`src/vtt_pkg.sv`:
```
// package for the trail termination block: frame layout, register map, carriers
package vtt_pkg;
    // -----------------------------------------------------------------
    // frame layout (byte index from the frame start, first byte is V5)
    // -----------------------------------------------------------------
    localparam logic [7:0] FRAME_BYTES = 8'd140;
    localparam logic [7:0] POS_V5 = 8'd0;
    localparam logic [7:0] POS_J2 = 8'd35;
    localparam logic [7:0] POS_K4 = 8'd105;
    localparam int FRAME_US = 500;
    localparam int SECOND_US = 1000000;
    localparam int FRAMES_PER_SEC = SECOND_US / FRAME_US;
    localparam logic [1:0] TRACE_ACCEPT = 2'd3;
    localparam logic [7:0] ALL_ONES_BYTE = 8'hFF;
    localparam logic [2:0] LABEL_UNEQ = 3'h0;

    // -----------------------------------------------------------------
    // register byte offsets
    // -----------------------------------------------------------------
    localparam logic [7:0] OFS_CTRL = 8'h00;
    localparam logic [7:0] OFS_TX_TRACE = 8'h04;
    localparam logic [7:0] OFS_EXP_TRACE = 8'h08;
    localparam logic [7:0] OFS_DEG_THR = 8'h0C;
    localparam logic [7:0] OFS_STATUS = 8'h10;
    localparam logic [7:0] OFS_ACC_TRACE = 8'h14;
    localparam logic [7:0] OFS_NEAR_EBC = 8'h18;
    localparam logic [7:0] OFS_FAR_EBC = 8'h1C;
    localparam logic [7:0] OFS_IRQ_STAT = 8'h20;
    localparam logic [7:0] OFS_IRQ_CLR = 8'h24;
    localparam logic [7:0] OFS_IRQ_EN = 8'h28;

    // control register fields
    localparam int CTRL_MONITORED = 0;
    localparam int CTRL_SSF_REP = 1;
    localparam int CTRL_RDI_REP = 2;
    localparam int CTRL_K4_ONES = 3;
    localparam int CTRL_TIM_DIS = 4;
    localparam int CTRL_W = 5;
    localparam int IRQ_W = 6;

    // -----------------------------------------------------------------
    // carriers
    // -----------------------------------------------------------------
    typedef struct packed {
        logic ck;            // vc-12 byte clock from the link
        logic [7:0] so_data; // adapted data into the source
        logic so_fs;         // source frame start
        logic [7:0] sk_data; // connection data into the sink
        logic sk_fs;         // sink frame start
        logic ssf;           // incoming server fail
        logic hw_fault;      // hardware fault defect
    } vtt_link_in_s;

    typedef struct packed {
        logic [7:0] data;
        logic fs;
        logic ck;
    } vtt_stream_s;
endpackage : vtt_pkg

```
`src/vtt_trail_term.sv`:
```
// vc-12 trail termination: overhead insertion, overhead checking, defects and counts
`timescale 1ns/1ps

// Summary of operation
// - source puts sent trace into J2
// - V5 bit 3 set when error count nonzero
// - V5 bit 8 follows remote defect request
// - V5 bits 1-2 carry previous frame parity
// - K4 bits 5-7 are 000 or 111
// - sink accepts J2 trace, shows it out
// - sink parity mismatch flags near block error
// - received V5 bit 3 is far error
// - received V5 bit 8 is remote defect
// - sink ignores K4 bits 5-8
// - V5 bits 5-7 feed unequipped detection
// - detect worsening, remote, unequipped, mismatch defects
// - derive all-ones, fail, request, worsening, error actions
// - all-ones output follows its action quickly
// - report unequipped, mismatch, worsening with priority
// - remote defect and server fail reports gated
// - defect seconds and block error counts
module vtt_trail_term #(
    parameter int FRAMES_PER_SEC = vtt_pkg::FRAMES_PER_SEC,
    parameter int CNT_W = 16
) (
    input wire logic pclk,                                   // apb clock, 50 MHz
    input wire logic presetn,                                // async reset, low
    input wire logic psel,                                   // apb select
    input wire logic penable,                                // apb enable
    input wire logic pwrite,                                 // apb direction
    input wire logic [7:0] paddr,                            // apb byte address
    input wire logic [31:0] pwdata,                          // apb write data
    output logic [31:0] prdata,                              // apb read data
    output logic pready,                                     // apb ready
    output logic pslverr,                                    // unmapped access
    input wire vtt_pkg::vtt_link_in_s link_in,               // link pins
    output vtt_pkg::vtt_stream_s so_out,                     // source output stream
    output vtt_pkg::vtt_stream_s sk_out,                     // sink output stream
    output logic outgoing_trail_fail,                        // trail fail to adaptation
    output logic outgoing_trail_worsening,                   // degrade to adaptation
    output logic [1:0] remote_error_count_to_source,         // per-frame error count
    output logic remote_defect_request_to_source,            // remote defect request
    output logic [7:0] accepted_trace_id,                    // accepted trace
    output logic irq                                         // level interrupt
);
    import vtt_pkg::*;

    typedef struct packed {
        vtt_link_in_s s1;
        vtt_link_in_s s2;
        logic ck_prev;
        vtt_stream_s so;
        vtt_stream_s sk;
        logic [7:0] so_pos;
        logic [7:0] sk_pos;
        logic [1:0] so_acc;
        logic [1:0] sk_acc;
        logic [CTRL_W-1:0] ctrl;
        logic [7:0] sent_trace;
        logic [7:0] exp_trace;
        logic [7:0] rx_trace;
        logic [7:0] acc_trace;
        logic [1:0] trace_cnt;
        logic [1:0] rei_cnt;
        logic rdi_bit;
        logic uneq;
        logic worse;
        logic [CNT_W-1:0] deg_thr;
        logic [CNT_W-1:0] sec_err;
        logic [CNT_W-1:0] near_ebc;
        logic [CNT_W-1:0] far_ebc;
        logic [CNT_W-1:0] frame_cnt;
        logic near_ds_acc;
        logic far_ds_acc;
        logic near_ds;
        logic far_ds;
        logic [IRQ_W-2:0] rep_prev;
        logic [IRQ_W-1:0] irq_stat;
        logic [IRQ_W-1:0] irq_en;
    } vtt_state_s;

    vtt_state_s state_q;
    vtt_state_s state_d;

    // -----------------------------------------------------------------
    // helpers
    // -----------------------------------------------------------------
    // even parity of odd bits (1,3,5,7) and even bits (2,4,6,8), msb = bit 1
    function automatic logic [1:0] vtt_bip(input logic [7:0] b);
        vtt_bip = {b[7] ^ b[5] ^ b[3] ^ b[1], b[6] ^ b[4] ^ b[2] ^ b[0]};
    endfunction : vtt_bip

    // saturating add so long runs never wrap to a small count
    function automatic logic [CNT_W-1:0] vtt_add(input logic [CNT_W-1:0] c, input logic [1:0] inc);
        logic [CNT_W:0] s;
        s = {1'b0, c} + {{(CNT_W - 1){1'b0}}, inc};
        vtt_add = s[CNT_W] ? {CNT_W{1'b1}} : s[CNT_W-1:0];
    endfunction : vtt_add

    // next byte position in the frame; frame start forces the V5 slot
    function automatic logic [7:0] vtt_next_pos(input logic fs, input logic [7:0] pos);
        if (fs || pos == FRAME_BYTES - 8'd1) begin
            vtt_next_pos = POS_V5;
        end else begin
            vtt_next_pos = pos + 8'd1;
        end
    endfunction : vtt_next_pos

    // -----------------------------------------------------------------
    // defects, actions and correlations
    // -----------------------------------------------------------------
    logic monitored;
    logic tim_defect;
    logic force_ones;
    logic trail_fail;
    logic [IRQ_W-2:0] reports;
    logic strike;
    logic apb_wr;
    logic [IRQ_W-1:0] events;

    assign monitored = state_q.ctrl[CTRL_MONITORED];
    assign tim_defect = ~state_q.ctrl[CTRL_TIM_DIS] && (state_q.acc_trace != state_q.exp_trace);
    assign force_ones = state_q.uneq | tim_defect;
    assign trail_fail = state_q.s2.ssf | state_q.uneq | tim_defect;
    // report order: unequipped, mismatch, worsening, remote defect, server fail
    assign reports[0] = state_q.uneq & monitored;
    assign reports[1] = tim_defect & ~state_q.uneq & monitored;
    assign reports[2] = state_q.worse & ~tim_defect & monitored;
    assign reports[3] = state_q.rdi_bit & ~state_q.uneq & ~tim_defect & monitored
                        & state_q.ctrl[CTRL_RDI_REP];
    assign reports[4] = state_q.s2.ssf & monitored & state_q.ctrl[CTRL_SSF_REP];

    // link byte clock edge, seen only after the synchroniser
    assign strike = state_q.s2.ck & ~state_q.ck_prev;
    assign apb_wr = psel & penable & pwrite;

    // -----------------------------------------------------------------
    // outputs
    // -----------------------------------------------------------------
    assign so_out = state_q.so;
    assign sk_out = state_q.sk;
    assign outgoing_trail_fail = trail_fail;
    assign outgoing_trail_worsening = state_q.worse;
    assign remote_error_count_to_source = state_q.rei_cnt;
    assign remote_defect_request_to_source = trail_fail;
    assign accepted_trace_id = state_q.acc_trace;
    assign irq = |(state_q.irq_stat & state_q.irq_en);
    assign pready = 1'b1;

    // apb read mux and unmapped address answer, zero wait states
    always_comb begin
        prdata = 32'h0000_0000;
        pslverr = 1'b0;
        case (paddr)
            OFS_CTRL: prdata[CTRL_W-1:0] = state_q.ctrl;
            OFS_TX_TRACE: prdata[7:0] = state_q.sent_trace;
            OFS_EXP_TRACE: prdata[7:0] = state_q.exp_trace;
            OFS_DEG_THR: prdata[CNT_W-1:0] = state_q.deg_thr;
            OFS_STATUS: prdata[11:0] = {trail_fail, state_q.far_ds, state_q.near_ds, reports,
                                        state_q.rdi_bit, state_q.worse, tim_defect, state_q.uneq};
            OFS_ACC_TRACE: prdata[7:0] = state_q.acc_trace;
            OFS_NEAR_EBC: prdata[CNT_W-1:0] = state_q.near_ebc;
            OFS_FAR_EBC: prdata[CNT_W-1:0] = state_q.far_ebc;
            OFS_IRQ_STAT: prdata[IRQ_W-1:0] = state_q.irq_stat;
            OFS_IRQ_CLR: prdata = 32'h0000_0000; // write-only, reads zero
            OFS_IRQ_EN: prdata[IRQ_W-1:0] = state_q.irq_en;
            default: pslverr = psel & penable;
        endcase
    end

    // -----------------------------------------------------------------
    // next state
    // -----------------------------------------------------------------
    always_comb begin
        logic [7:0] b;
        logic [7:0] r;
        logic [7:0] pos;
        logic [1:0] viol;
        logic tick;
        b = 8'h00;
        r = 8'h00;
        pos = 8'h00;
        viol = 2'b00;
        tick = 1'b0;
        state_d = state_q;

        // two-flop synchroniser on every link pin
        state_d.s1 = link_in;
        state_d.s2 = state_q.s1;
        state_d.ck_prev = state_q.s2.ck;
        // output clocks lag the data by one cycle so data is stable at their edge
        state_d.so.ck = state_q.ck_prev;
        state_d.sk.ck = state_q.ck_prev;

        // source: overhead insertion, one byte per link clock
        if (strike) begin
            pos = vtt_next_pos(state_q.s2.so_fs, state_q.so_pos);
            b = state_q.s2.so_data;
            case (pos)
                POS_V5: begin
                    b[7:6] = state_q.so_acc;
                    b[5] = |state_q.rei_cnt;
                    b[0] = trail_fail;
                end
                POS_J2: begin
                    b = state_q.sent_trace;
                end
                POS_K4: begin
                    b[3:1] = {3{state_q.ctrl[CTRL_K4_ONES]}};
                end
                default: begin
                    b = state_q.s2.so_data;
                end
            endcase
            // parity restarts with V5 so it covers the whole frame as sent
            state_d.so_acc = (pos == POS_V5) ? vtt_bip(b) : state_q.so_acc ^ vtt_bip(b);
            state_d.so_pos = pos;
            state_d.so.data = b;
            state_d.so.fs = (pos == POS_V5);
        end

        // sink: overhead checking and data out
        if (strike) begin
            pos = vtt_next_pos(state_q.s2.sk_fs, state_q.sk_pos);
            r = state_q.s2.sk_data;
            state_d.sk_acc = state_q.sk_acc ^ vtt_bip(r);
            // K4 carries nothing the sink uses; its slot passes untouched
            if (pos == POS_V5) begin
                viol = r[7:6] ^ state_q.sk_acc;
                state_d.sk_acc = vtt_bip(r);
                state_d.rei_cnt = {1'b0, viol[1]} + {1'b0, viol[0]};
                state_d.near_ebc = vtt_add(state_q.near_ebc, {1'b0, |viol});
                state_d.sec_err = vtt_add(state_q.sec_err, {1'b0, |viol});
                state_d.far_ebc = vtt_add(state_q.far_ebc, {1'b0, r[5]});
                state_d.rdi_bit = r[0];
                state_d.uneq = (r[3:1] == LABEL_UNEQ);
                if (state_q.frame_cnt == CNT_W'(FRAMES_PER_SEC - 1)) begin
                    state_d.frame_cnt = '0;
                    tick = 1'b1;
                end else begin
                    state_d.frame_cnt = state_q.frame_cnt + 1'b1;
                end
            end else if (pos == POS_J2) begin
                // trace taken only on the fourth equal frame in a row, so one hit does not flip it
                if (r != state_q.rx_trace) begin
                    state_d.rx_trace = r;
                    state_d.trace_cnt = 2'd1;
                end else if (state_q.trace_cnt != TRACE_ACCEPT) begin
                    state_d.trace_cnt = state_q.trace_cnt + 2'd1;
                end else begin
                    state_d.acc_trace = r;
                end
            end
            state_d.sk_pos = pos;
            state_d.sk.data = force_ones ? ALL_ONES_BYTE : r;
            state_d.sk.fs = (pos == POS_V5);
        end

        // one-second window: worsening and defect seconds
        state_d.near_ds_acc = state_q.near_ds_acc | trail_fail | state_q.s2.hw_fault;
        state_d.far_ds_acc = state_q.far_ds_acc | state_q.rdi_bit;
        if (tick) begin
            state_d.worse = (state_q.deg_thr != '0) && (state_d.sec_err >= state_q.deg_thr);
            state_d.sec_err = '0;
            state_d.near_ds = state_q.near_ds_acc;
            state_d.far_ds = state_q.far_ds_acc;
            state_d.near_ds_acc = 1'b0;
            state_d.far_ds_acc = 1'b0;
        end

        // register writes
        if (apb_wr) begin
            case (paddr)
                OFS_CTRL: state_d.ctrl = pwdata[CTRL_W-1:0];
                OFS_TX_TRACE: state_d.sent_trace = pwdata[7:0];
                OFS_EXP_TRACE: state_d.exp_trace = pwdata[7:0];
                OFS_DEG_THR: state_d.deg_thr = pwdata[CNT_W-1:0];
                OFS_NEAR_EBC: state_d.near_ebc = '0;
                OFS_FAR_EBC: state_d.far_ebc = '0;
                OFS_IRQ_EN: state_d.irq_en = pwdata[IRQ_W-1:0];
                default: state_d.ctrl = state_d.ctrl;
            endcase
        end

        // sticky events; a new event wins over a clear in the same cycle
        state_d.rep_prev = reports;
        events = {tick, reports & ~state_q.rep_prev};
        if (apb_wr && paddr == OFS_IRQ_CLR) begin
            state_d.irq_stat = (state_q.irq_stat & ~pwdata[IRQ_W-1:0]) | events;
        end else begin
            state_d.irq_stat = state_q.irq_stat | events;
        end
    end

    // -----------------------------------------------------------------
    // state register
    // -----------------------------------------------------------------
    always_ff @(posedge pclk or negedge presetn) begin
        if (!presetn) begin
            state_q <= '0;
        end else begin
            state_q <= state_d;
        end
    end
endmodule : vtt_trail_term

```
`config.mk`:
```
export PLATFORM = sky130hd
export DESIGN_NAME = vtt_trail_term
export DESIGN_NICKNAME = d
export VERILOG_FILES = /design/src/vtt_pkg.sv /design/src/vtt_trail_term.sv
export SDC_FILE = /design/constraint.sdc
export NUM_CORES = 1
export LEC_CHECK = 0
export BUFFER_PORTS_ARGS = -buffer_cell sky130_fd_sc_hd__buf_2
export CAP_MARGIN = 20
export CORE_ASPECT_RATIO = 1.4
export CORE_MARGIN = 2
export CORE_UTILIZATION = 50
export DETAILED_ROUTE_END_ITERATION = 16
export GPL_TIMING_DRIVEN = 0
export PLACE_DENSITY_LB_ADDON = 0.25
export SYNTH_ARGS = -nofsm -noshare
export SYNTH_HDL_FRONTEND = slang
export SYNTH_SLANG_ARGS = --single-unit
export TNS_END_PERCENT = 5
```
`constraint.sdc`:
```
create_clock -name pclk -period 5.9 [get_ports pclk]
set_input_delay 0.295 -clock pclk [delete_from_list [all_inputs] [get_ports pclk]]
set_output_delay 0.295 -clock pclk [all_outputs]
set_load 0.03 [all_outputs]
```
Yosys cells after proc, flatten, opt, wreduce, memory -nomap -nowiden
Index checks and enable logic that the tools add are counted.
{"block": "classes", "add_sub_neg": 8, "magnitude_cmp": 1, "eq_ne": 19, "n_mux": 38, "bitwise_logic": 49, "n_reduce_logical": 24}
{"cell": "$mux W64", "count": 2}
{"cell": "$mux W16", "count": 7}
{"cell": "$add A16 B1 Y17", "count": 3}
{"cell": "$pmux W5 S10", "count": 1}
{"cell": "$eq A8 B6 Y1 const B", "count": 5}
{"cell": "$mux W8", "count": 5}
{"cell": "$eq A8 B5 Y1 const B", "count": 4}
{"cell": "$mux W32", "count": 1}
{"cell": "$logic_not A8 Y1", "count": 3}
{"cell": "$add A16 B1 Y16 const B", "count": 1}
{"cell": "$add A8 B1 Y8 const B", "count": 2}
{"cell": "$eq A16 B11 Y1 const B", "count": 1}
{"cell": "$eq A8 B4 Y1 const B", "count": 2}
{"cell": "$eq A8 B8 Y1 const B", "count": 2}
{"cell": "$ge A16 B16 Y1", "count": 1}
{"cell": "$ne A8 B8 Y1", "count": 2}
{"cell": "$pmux W4 S4", "count": 1}
{"cell": "$reduce_bool A16 Y1", "count": 1}
{"cell": "$and A1 B1 Y1", "count": 14}
{"cell": "$pmux W2 S7", "count": 1}
{"cell": "$and A6 B6 Y6", "count": 2}
{"cell": "$or A6 B6 Y6", "count": 2}
{"cell": "$pmux W3 S2", "count": 2}
{"cell": "$pmux W4 S3", "count": 1}
{"cell": "other kinds (29)", "count": 73}
{"block": "word_totals", "regBits": 227, "out_inout_bits": 68, "word_cells": 185}

Logic depth before layout (Yosys ltp)
Gate-level depths: netlist (run 1).
{"block": "depth", "word_depth": 12, "ltp_mapped": 21, "depth_no_buf": 20}

Worst setup path before layout (run 1)
No wires, ideal clock.
{"block": "synth_path", "kind": "register to register", "start": "reg state_q[149] in the netlist's numbering", "end": "reg state_q, in the netlist outgoing_trail_worsening", "setup_time_ns": 0.125, "arrival_ns": 3.833, "required_time_ns": 5.775, "slack_ns": 1.943, "stages_incl_launch_ff": 19, "n_path_buf": 1, "period_less_slack_ns": 3.957, "cell_sequence": "dfrtp_1 ha_1 nand3_1 xor2_1 a41oi_2 nor2_2 clkbuf_1 nand2_1 and3_1 ha_1 nand2b_1 a21o_1 a21o_1 a21o_1 a21o_1 a21o_1 a211oi_1 o211ai_1 mux2_2"}
{"block": "synth_between", "elab_chain_len": 9}
{"element": "start: declaration", "line": "vtt_trail_term.sv:82", "rtl": "vtt_state_s state_q;"}
{"element": "start signal: assignment", "line": "vtt_trail_term.sv:302", "rtl": "state_q <= state_d;"}
{"element": "parallel branches: the longest is 2 deep, another holds $add A8 B1 Y8"}
{"element": "$mux W8 *", "line": "vtt_trail_term.sv:102", "rtl": "if (fs || pos == FRAME_BYTES - 8'd1) begin"}
{"element": "$mux W8 *", "line": "vtt_trail_term.sv:223", "rtl": "if (strike) begin"}
{"element": "$logic_not A8 Y1 *", "line": "vtt_trail_term.sv:228", "rtl": "if (pos == POS_V5) begin"}
{"element": "$mux W64", "line": "vtt_trail_term.sv:228"}
{"element": "$mux W64", "line": "vtt_trail_term.sv:223"}
{"element": "$ge A16 B16 Y1", "line": "vtt_trail_term.sv:263", "rtl": "state_d.worse = (state_q.deg_thr != '0) && (state_d.sec_err >= state_q.deg_thr);"}
{"element": "$logic_and A1 B1 Y1", "line": "vtt_trail_term.sv:263"}
Every way passes the cells marked *. The select of a mux whose other input is x is not followed.
A chain may end at the register's enable or synchronous reset.

Worst setup path in the final report (run 1)
Same ends and word-level chain as after synthesis.

==> impl_metrics.yaml, run 1 <==
status:
  status: "completed"
clock_network:
  clk_pin_slew_ps: 60
  cts_tree: "done"
  cts.sinks: 227
  clockRootBuffer: "clkbuf_16"
  cts_setup_buffers: 0
  cts_htree_levels: 1
  cts_buffer_depth: 3
  cts_buffers: 24
  clk_latency_ps: 530
drt:
  avgRoutedWirePerCell_um: 19.2
  first_iter_violations: 736
  dr.pass1.iters: 5
  drc: 0
  drt-total-wl_um: 31900
  drtAntennaViolNets: 0
  via_count: 9618
  vias_per_cell: 5.79
critical_path:
  r2r-start: "state_q[149]$_DFFE_PN0P_"
  crit_required_ps: 6310
  worstSetupStartpointType: "register"
  reg2reg_depth: 18
  r2r_setup_slack_ps: 1140
  timing.rr.end: "outgoing_trail_worsening$_DFFE_PN0P_"
  critPathLaunch: "state_q[149]$_DFFE_PN0P_"
  cp.arrival_ps: 5170
  critPathKind: "reg -> reg"
  end_kind: "register"
  crit_end: "outgoing_trail_worsening$_DFFE_PN0P_"
  crit_fanout: 10
timing:
  period_share_pct: 80.7
  min_period_ps: 4760
  drv_slew: 0
  setup_tns_ps: 0
  fmax_mhz: 210
  clock_skew_ps: 22.8
  final-hold-violation-count: 0
  setup_viol: 0
  rsz0062_at_grt: "false"
  slew_headroom_pct: 31.3
  worst_pin_slew_ps: 1020
floorplan:
  row_count: 66
  core_um2: 23100
  die_w_um: 133
  die_height_um: 185
  start_util_pct: 50.7
  top_level_ports: 134
  dieArea_um2: 24700
logic_synthesis:
  syn-instance-count: 1169
  avgSynthCellArea_um2: 10.0
  yosys_warnings: 0
  yosysUniqueCellTypes: 74
  synth-seq-area-share_pct: 48.5
  synthesis.area_um2: 11700
  synth_seq_cells: 227
  synth_edf_count: 0
  ys_async_sr_fraction_pct: 100
  synth_top_flop_cell: "dfrtp_1"
placed_design:
  portBuffers: 99
  post-dp-hpwl_um: 23400
  placedCellCount: 1590
  gp_congestion: 1.01
cells_and_area:
  seq_area_um2: 5680
  layout_commonest_cell: "dfrtp_1"
  nets: 1433
  layout_common_cells: "227 x dfrtp_1, 144 x nand2_1, 104 x buf_2"
  multi_input_area_um2: 5400
  nFillCells: 2022
  drive_gt1_share_pct: 20.9
  final_cell_count_no_fill: 1662
  syn2layout_area_growth_pct: 17.6
  diodes: 0
global_routing:
  overflow: 0
  grt_use_total_pct: 25.6
  antenna_found_initial: 0
  first_global_vias: 9342
  grt_max_degree: 120
  grt_pass1_wl_um: 49700
power_and_ir_drop:
  p_leak_nw: 6.50
  ir_drop_mv: 0.232
  pwr_density_cell_nw_per_um2: 319
flow_run:
  cap_viol_max_count: 0
worst_hold_path:
  hp-class: "in -> reg"
==> worst max-delay path, cell delays in order (launching register included) <==
cell      delay, ps
dfrtp_1         450
ha_1            250
nand3_1         100
xor2_1          350
a41oi_2         350
nor2_2          440
clkbuf_1        450
nand2_1         100
and3_1          240
ha_1            280
nand2b_1        140
a21o_1          180
a21o_1          170
a21o_1          170
a21o_1          170
a21o_1          170
a211oi_1        240
o211ai_1        140
mux2_2          270
==> sequential cells by signal, indices dropped and copies added (netlist names) <==
signal,cells
state_d,23
so_out,9
accepted_trace_id,8
monitored,1
sk_out,10
outgoing_trail_worsening,1
state_q,173
remote_error_count_to_source,2
==> synthesized netlist by cell type, types with 10 or more instances <==
cell type	count	share of area, %
a22oi_1	13	0.83
nand2_1	144	4.6
a22o_1	18	1.3
and3_1	24	1.3
a222oi_1	10	0.85
mux2_2	67	6.4
inv_1	33	1.1
nand3_1	47	2.0
nand4_1	16	0.85
o31ai_1	10	0.64
a21o_1	10	0.64
nor3_1	32	1.4
and2_1	12	0.64
clkbuf_1	34	1.1
xor2_1	26	1.9
buf_4	49	3.1
a21oi_1	50	2.1
nor2_1	77	2.5
o21ai_0	59	2.5
dfrtp_1	227	48
nor2b_1	14	0.75
xnor2_1	28	2.1
ha_1	29	3.1
==> worst min path at each step <==
stage / startpoint / endpoint / slack, ps / cells past startpoint
after floorplan: presetn / accepted_trace_id[0]$_DFFE_PN0P_ / -0.6 / 0
after global placement: state_d[204]$_DFF_PN0_ / state_q[204]$_DFF_PN0_ / 330 / 0
after detailed placement: state_d[192]$_DFF_PN0_ / state_q[192]$_DFF_PN0_ / 330 / 0
after CTS: pwdata[9] / state_q[94]$_DFFE_PN0P_ / 3 / 2
after global routing: pwdata[14] / state_q[99]$_DFFE_PN0P_ / 10 / 2
final: pwdata[9] / state_q[94]$_DFFE_PN0P_ / 20 / 2
==> kinds of logic after synthesis <==
| logic type | synth area share (%) |
|---|---|
| xor+xnor | 4.23 |
| mux | 6.78 |
| other cells | 0.0641 |
| compound gates | 14.1 |
| fa+ha+maj | 3.10 |
| flops | 48.5 |
| buf+inv | 5.93 |
| simple gates | 17.3 |
==> repair_timing <==
item	in CTS	in global routing
hold endpoints to repair	135	0
resized for setup	0	0
hold buffers	28	0
==> through the flow <==
stage	cell area [µm²]	setup WS (ps)	utilization [%]	total power [mW]	hold WS, ps
2_1_floorplan	11800	1940	-	2.55	-0.591
3_3_place_gp	12700	538	54.7	2.83	334
3_5_place_dp	12700	1200	54.9	2.86	335
4_1_cts	13800	1200	59.6	4.42	2.90
5_1_grt	13800	859	59.6	4.61	11.8
6_report	13800	1140	59.6	4.40	18.7
==> where the power goes <==
| part | internal (mW) | total, mW | switching (mW) |
|---|---|---|---|
| clock | 0.912 | 1.54 | 0.632 |
| sequential | 1.72 | 1.94 | 0.213 |
| combinational | 0.383 | 0.917 | 0.534 |
==> cell type report <==
cell class	count	share of cell area (%)
flip-flops and latches	227	41.2
multi-input cells	826	39.2
clock buffers	32	5.02
inverters	33	0.899
repair buffers	128	5.90
plain buffers	98	4.14
well taps	306	2.78
clock inverters	12	0.845
==> layer usage <==
metal	track usage [%]	vias to the layer above	share of wire, %
met5	0	-	0
met4	12.9	0	5.6
met3	3.07	90	5.4
met2	44.2	352	49
met1	31.9	4713	40
li1	-	4463	-
No activity file was read; power rests on OpenSTA's default activity.
==> run 2: changes to the inputs <==
--- a/config.mk
+++ b/config.mk
@@ -5,6 +5,7 @@
 export SDC_FILE = /design/constraint.sdc
 export NUM_CORES = 1
 export LEC_CHECK = 0
+export ABC_AREA = 1
 export BUFFER_PORTS_ARGS = -buffer_cell sky130_fd_sc_hd__buf_2
 export CAP_MARGIN = 20
 export CORE_ASPECT_RATIO = 1.4
==> constraint.sdc (replaced) <==
create_clock -name pclk -period 3.9 [get_ports pclk]
set_input_delay 0.195 -clock pclk [delete_from_list [all_inputs] [get_ports pclk]]
set_output_delay 0.195 -clock pclk [all_outputs]
set_load 0.03 [all_outputs]
==> run 2 against run 1 <==
Net effect:
- the run now ends with design-rule violations left
- sequential share of layout area down 3.7 points
- combinational power rose to 3.3 times the previous value
- synthesized cell count up 46%
- area after synthesis up 11%
- clock skew down 5.5 ps
- die area up 10%
- worst setup slack worse by 820 ps
- critical endpoint unchanged
==> impl_metrics.yaml, run 2 <==
placed_design:
  postPlaceCellArea_um2: 14000
  gp_congestion: 1.04
  post-dp-hpwl_um: 28400
  portBuffers: 100
  placedCellCount: 2146
logic_synthesis:
  synthesis.area_um2: 13000
  ys_async_sr_fraction_pct: 100
  synth-seq-area-share_pct: 43.8
  avgSynthCellArea_um2: 7.58
  yosysUniqueCellTypes: 42
  synth_top_flop_cell: "dfrtp_1"
  synth_top_area_share_pct: 43.8
  synth_seq_cells: 227
  synth_area_leader_cell: "dfrtp_1"
  synthTopCellsByArea: "dfrtp_1 44%, nand2_1 11%, inv_1 6.5%, o21ai_0 6.1%, nor2_1 5.2%"
  synth_edf_count: 0
  synthTopCellsByCount: "387 x nand2_1, 227 x dfrtp_1, 223 x inv_1, 180 x nor2_1, 157 x o21ai_0"
  yosysMostFrequentCell: "nand2_1"
  yosys_warnings: 0
  syn-instance-count: 1711
timing:
  setup_viol: 0
  fmax_mhz: 279
  final-hold-violation-count: 0
  clock_skew_ps: 17.2
  min_period_ps: 3590
  worst_pin_slew_ps: 803
  slew_headroom_pct: 46.5
  drv_slew: 0
  rsz0062_at_grt: "false"
  period_share_pct: 92.0
cells_and_area:
  seq_area_um2: 5680
  stdcell_area_um2: 15100
  nFillCells: 2329
  multi_input_area_um2: 5960
  drive_gt1_share_pct: 13.2
  nets: 1981
  layout_common_cells: "386 x nand2_1, 225 x dfrtp_1, 221 x inv_1"
  layout_commonest_cell: "nand2_1"
  largest_reg_flops: 173
  syn2layout_area_growth_pct: 16.7
  final_cell_count_no_fill: 2223
  diodes: 0
  regMostFlops: "state_q"
drt:
  drt-total-wl_um: 37700
  dr.pass1.iters: 12
  drtAntennaViolNets: 0
  drc: 3
  first_iter_violations: 715
  vias_per_cell: 5.32
  avgRoutedWirePerCell_um: 16.9
  via_count: 11800
floorplan:
  dieArea_um2: 27300
  row_count: 69
  core_um2: 25500
  start_util_pct: 50.9
  die_w_um: 140
  top_level_ports: 134
  die_height_um: 195
worst_hold_path:
  hp-class: "in -> reg"
global_routing:
  antenna_found_initial: 0
  first_global_vias: 12000
  grt_pass1_wl_um: 61600
  grt_use_total_pct: 28.3
  overflow: 0
  grt_max_degree: 122
clock_network:
  cts_tree: "done"
  clk_pin_slew_ps: 70
  cts_buffer_depth: 3
  cts_buffers: 24
  clk_latency_ps: 540
  clockRootBuffer: "clkbuf_16"
  cts.sinks: 227
  cts_htree_levels: 1
power_and_ir_drop:
  ir_drop_mv: 0.356
  pwr_density_cell_nw_per_um2: 550
  p_leak_nw: 7.63
flow_run:
  cap_viol_max_count: 0
critical_path:
  worstSetupStartpointType: "register"
  crit_fanout: 6
  crit_required_ps: 4370
  cp.arrival_ps: 4050
  critPathKind: "reg -> reg"
  end_kind: "register"
status:
  failed_checks: "design-rule violations"
  status: "finished, violations left"
==> run 2: cell count changes after synthesis, moves of 39 or more <==
| cell | change |
|---|---|
| xor2_1 | +39 |
| mux2_2 | -67 |
| o21ai_0 | +98 |
| nand2_1 | +243 |
| nor2_1 | +103 |
| nand3_1 | +63 |
| inv_1 | +190 |
==> run 2: where the power goes <==
group          switching [mW]  leakage, nW  internal, mW  total, mW
clock network           0.992        0.381          1.23       2.23
logic                    1.91         4.53          1.14       3.05
registers               0.359         2.72          2.68       3.04
==> run 2: repair_timing <==
action                     CTS  global route
gates resized for setup     11            16
pin swaps                    0             3
setup buffers                2             3
cloned                       0             0
setup endpoints to repair    1             1
hold endpoints to repair   135             0
hold buffers                30             0
==> run 2: worst paths after layout <==
kind,from,endpoint,slack (ps),cells past startpoint
worst max-delay path,state_q[195]$_DFF_PN0_,outgoing_trail_worsening$_DFFE_PN0P_,310,24
worst min-delay path,pwdata[6],state_q[91]$_DFFE_PN0P_,8,3
worst max register to register,state_q[195]$_DFF_PN0_,outgoing_trail_worsening$_DFFE_PN0P_,310,24
worst min register to register,state_d[200]$_DFF_PN0_,state_q[200]$_DFF_PN0_,350,0
max in group asynchronous,presetn,state_q[17]$_DFFE_PN0P_,2470,3
min in group asynchronous,presetn,state_q[51]$_DFF_PN0_,310,2
==> run 2: layer usage <==
layer,vias up,wire (µm),track usage (%),share of wire (%)
li1,5820,-,-,-
met1,5560,14700,33.2,39
met2,333,19300,51.0,51
met3,111,1690,3.55,4.5
met4,0,2000,13.4,5.3
met5,-,0,0,0
==> run 2: critical path, cell delays in order (launching register included) <==
cell and delay, ps:
dfrtp_2 470, xnor2_1 190, ha_1 250, inv_2 120, ha_4 170, ha_4 150
nand2_2 100, nor3_4 250, nand3_1 130, xor2_1 170, nor2_1 100, nand3_1 80
nand2_1 80, nand2_1 50, nand2_1 100, inv_1 50, ha_1 260, nand2_1 60
inv_1 50, nand3_1 110, nor3_2 220, nand2_1 70, nand3_1 100, o21ai_2 80
o21ai_1 130
==> run 2: logic make-up (layout without fill, tap and decap cells) <==
kind of cell | Yosys count | after routing | share of synthesized area [%]
flip-flops | 227 | 227 | 43.8
AO/OA/AOI/OAI | 279 | 279 | 11.7
XOR/XNOR | 74 | 74 | 5.00
adder cells (fa/ha/maj) | 29 | 29 | 2.80
AND/OR/NAND/NOR | 774 | 774 | 25.4
other | 2 | 17 | 0.0579
buffers and inverters | 326 | 504 | 11.2
==> run 2: area by class of cell <==
type                    count  area share (%)
flip-flops and latches    227            37.6
well taps                 319            2.64
inverters                 228            5.66
clock inverters            13           0.587
repair buffers            136            5.79
multi-input cells        1173            39.4
clock buffers              31            4.47
plain buffers              96            3.91
==> run 2: metrics by stage <==
step	setup slack [ps]	TNS (ps)	utilization, %	hold WS, ps	power [mW]
3_3_place_gp	-1330	-294030	54.7	302	5.90
4_1_cts	15.6	0	59.2	8.88	8.26
5_1_grt	7.53	0	59.4	23.8	8.90
6_report	313	0	59.4	8.11	8.32
3_5_place_dp	-701	-701	54.8	304	5.96
2_1_floorplan	415	0	-	-101	5.20
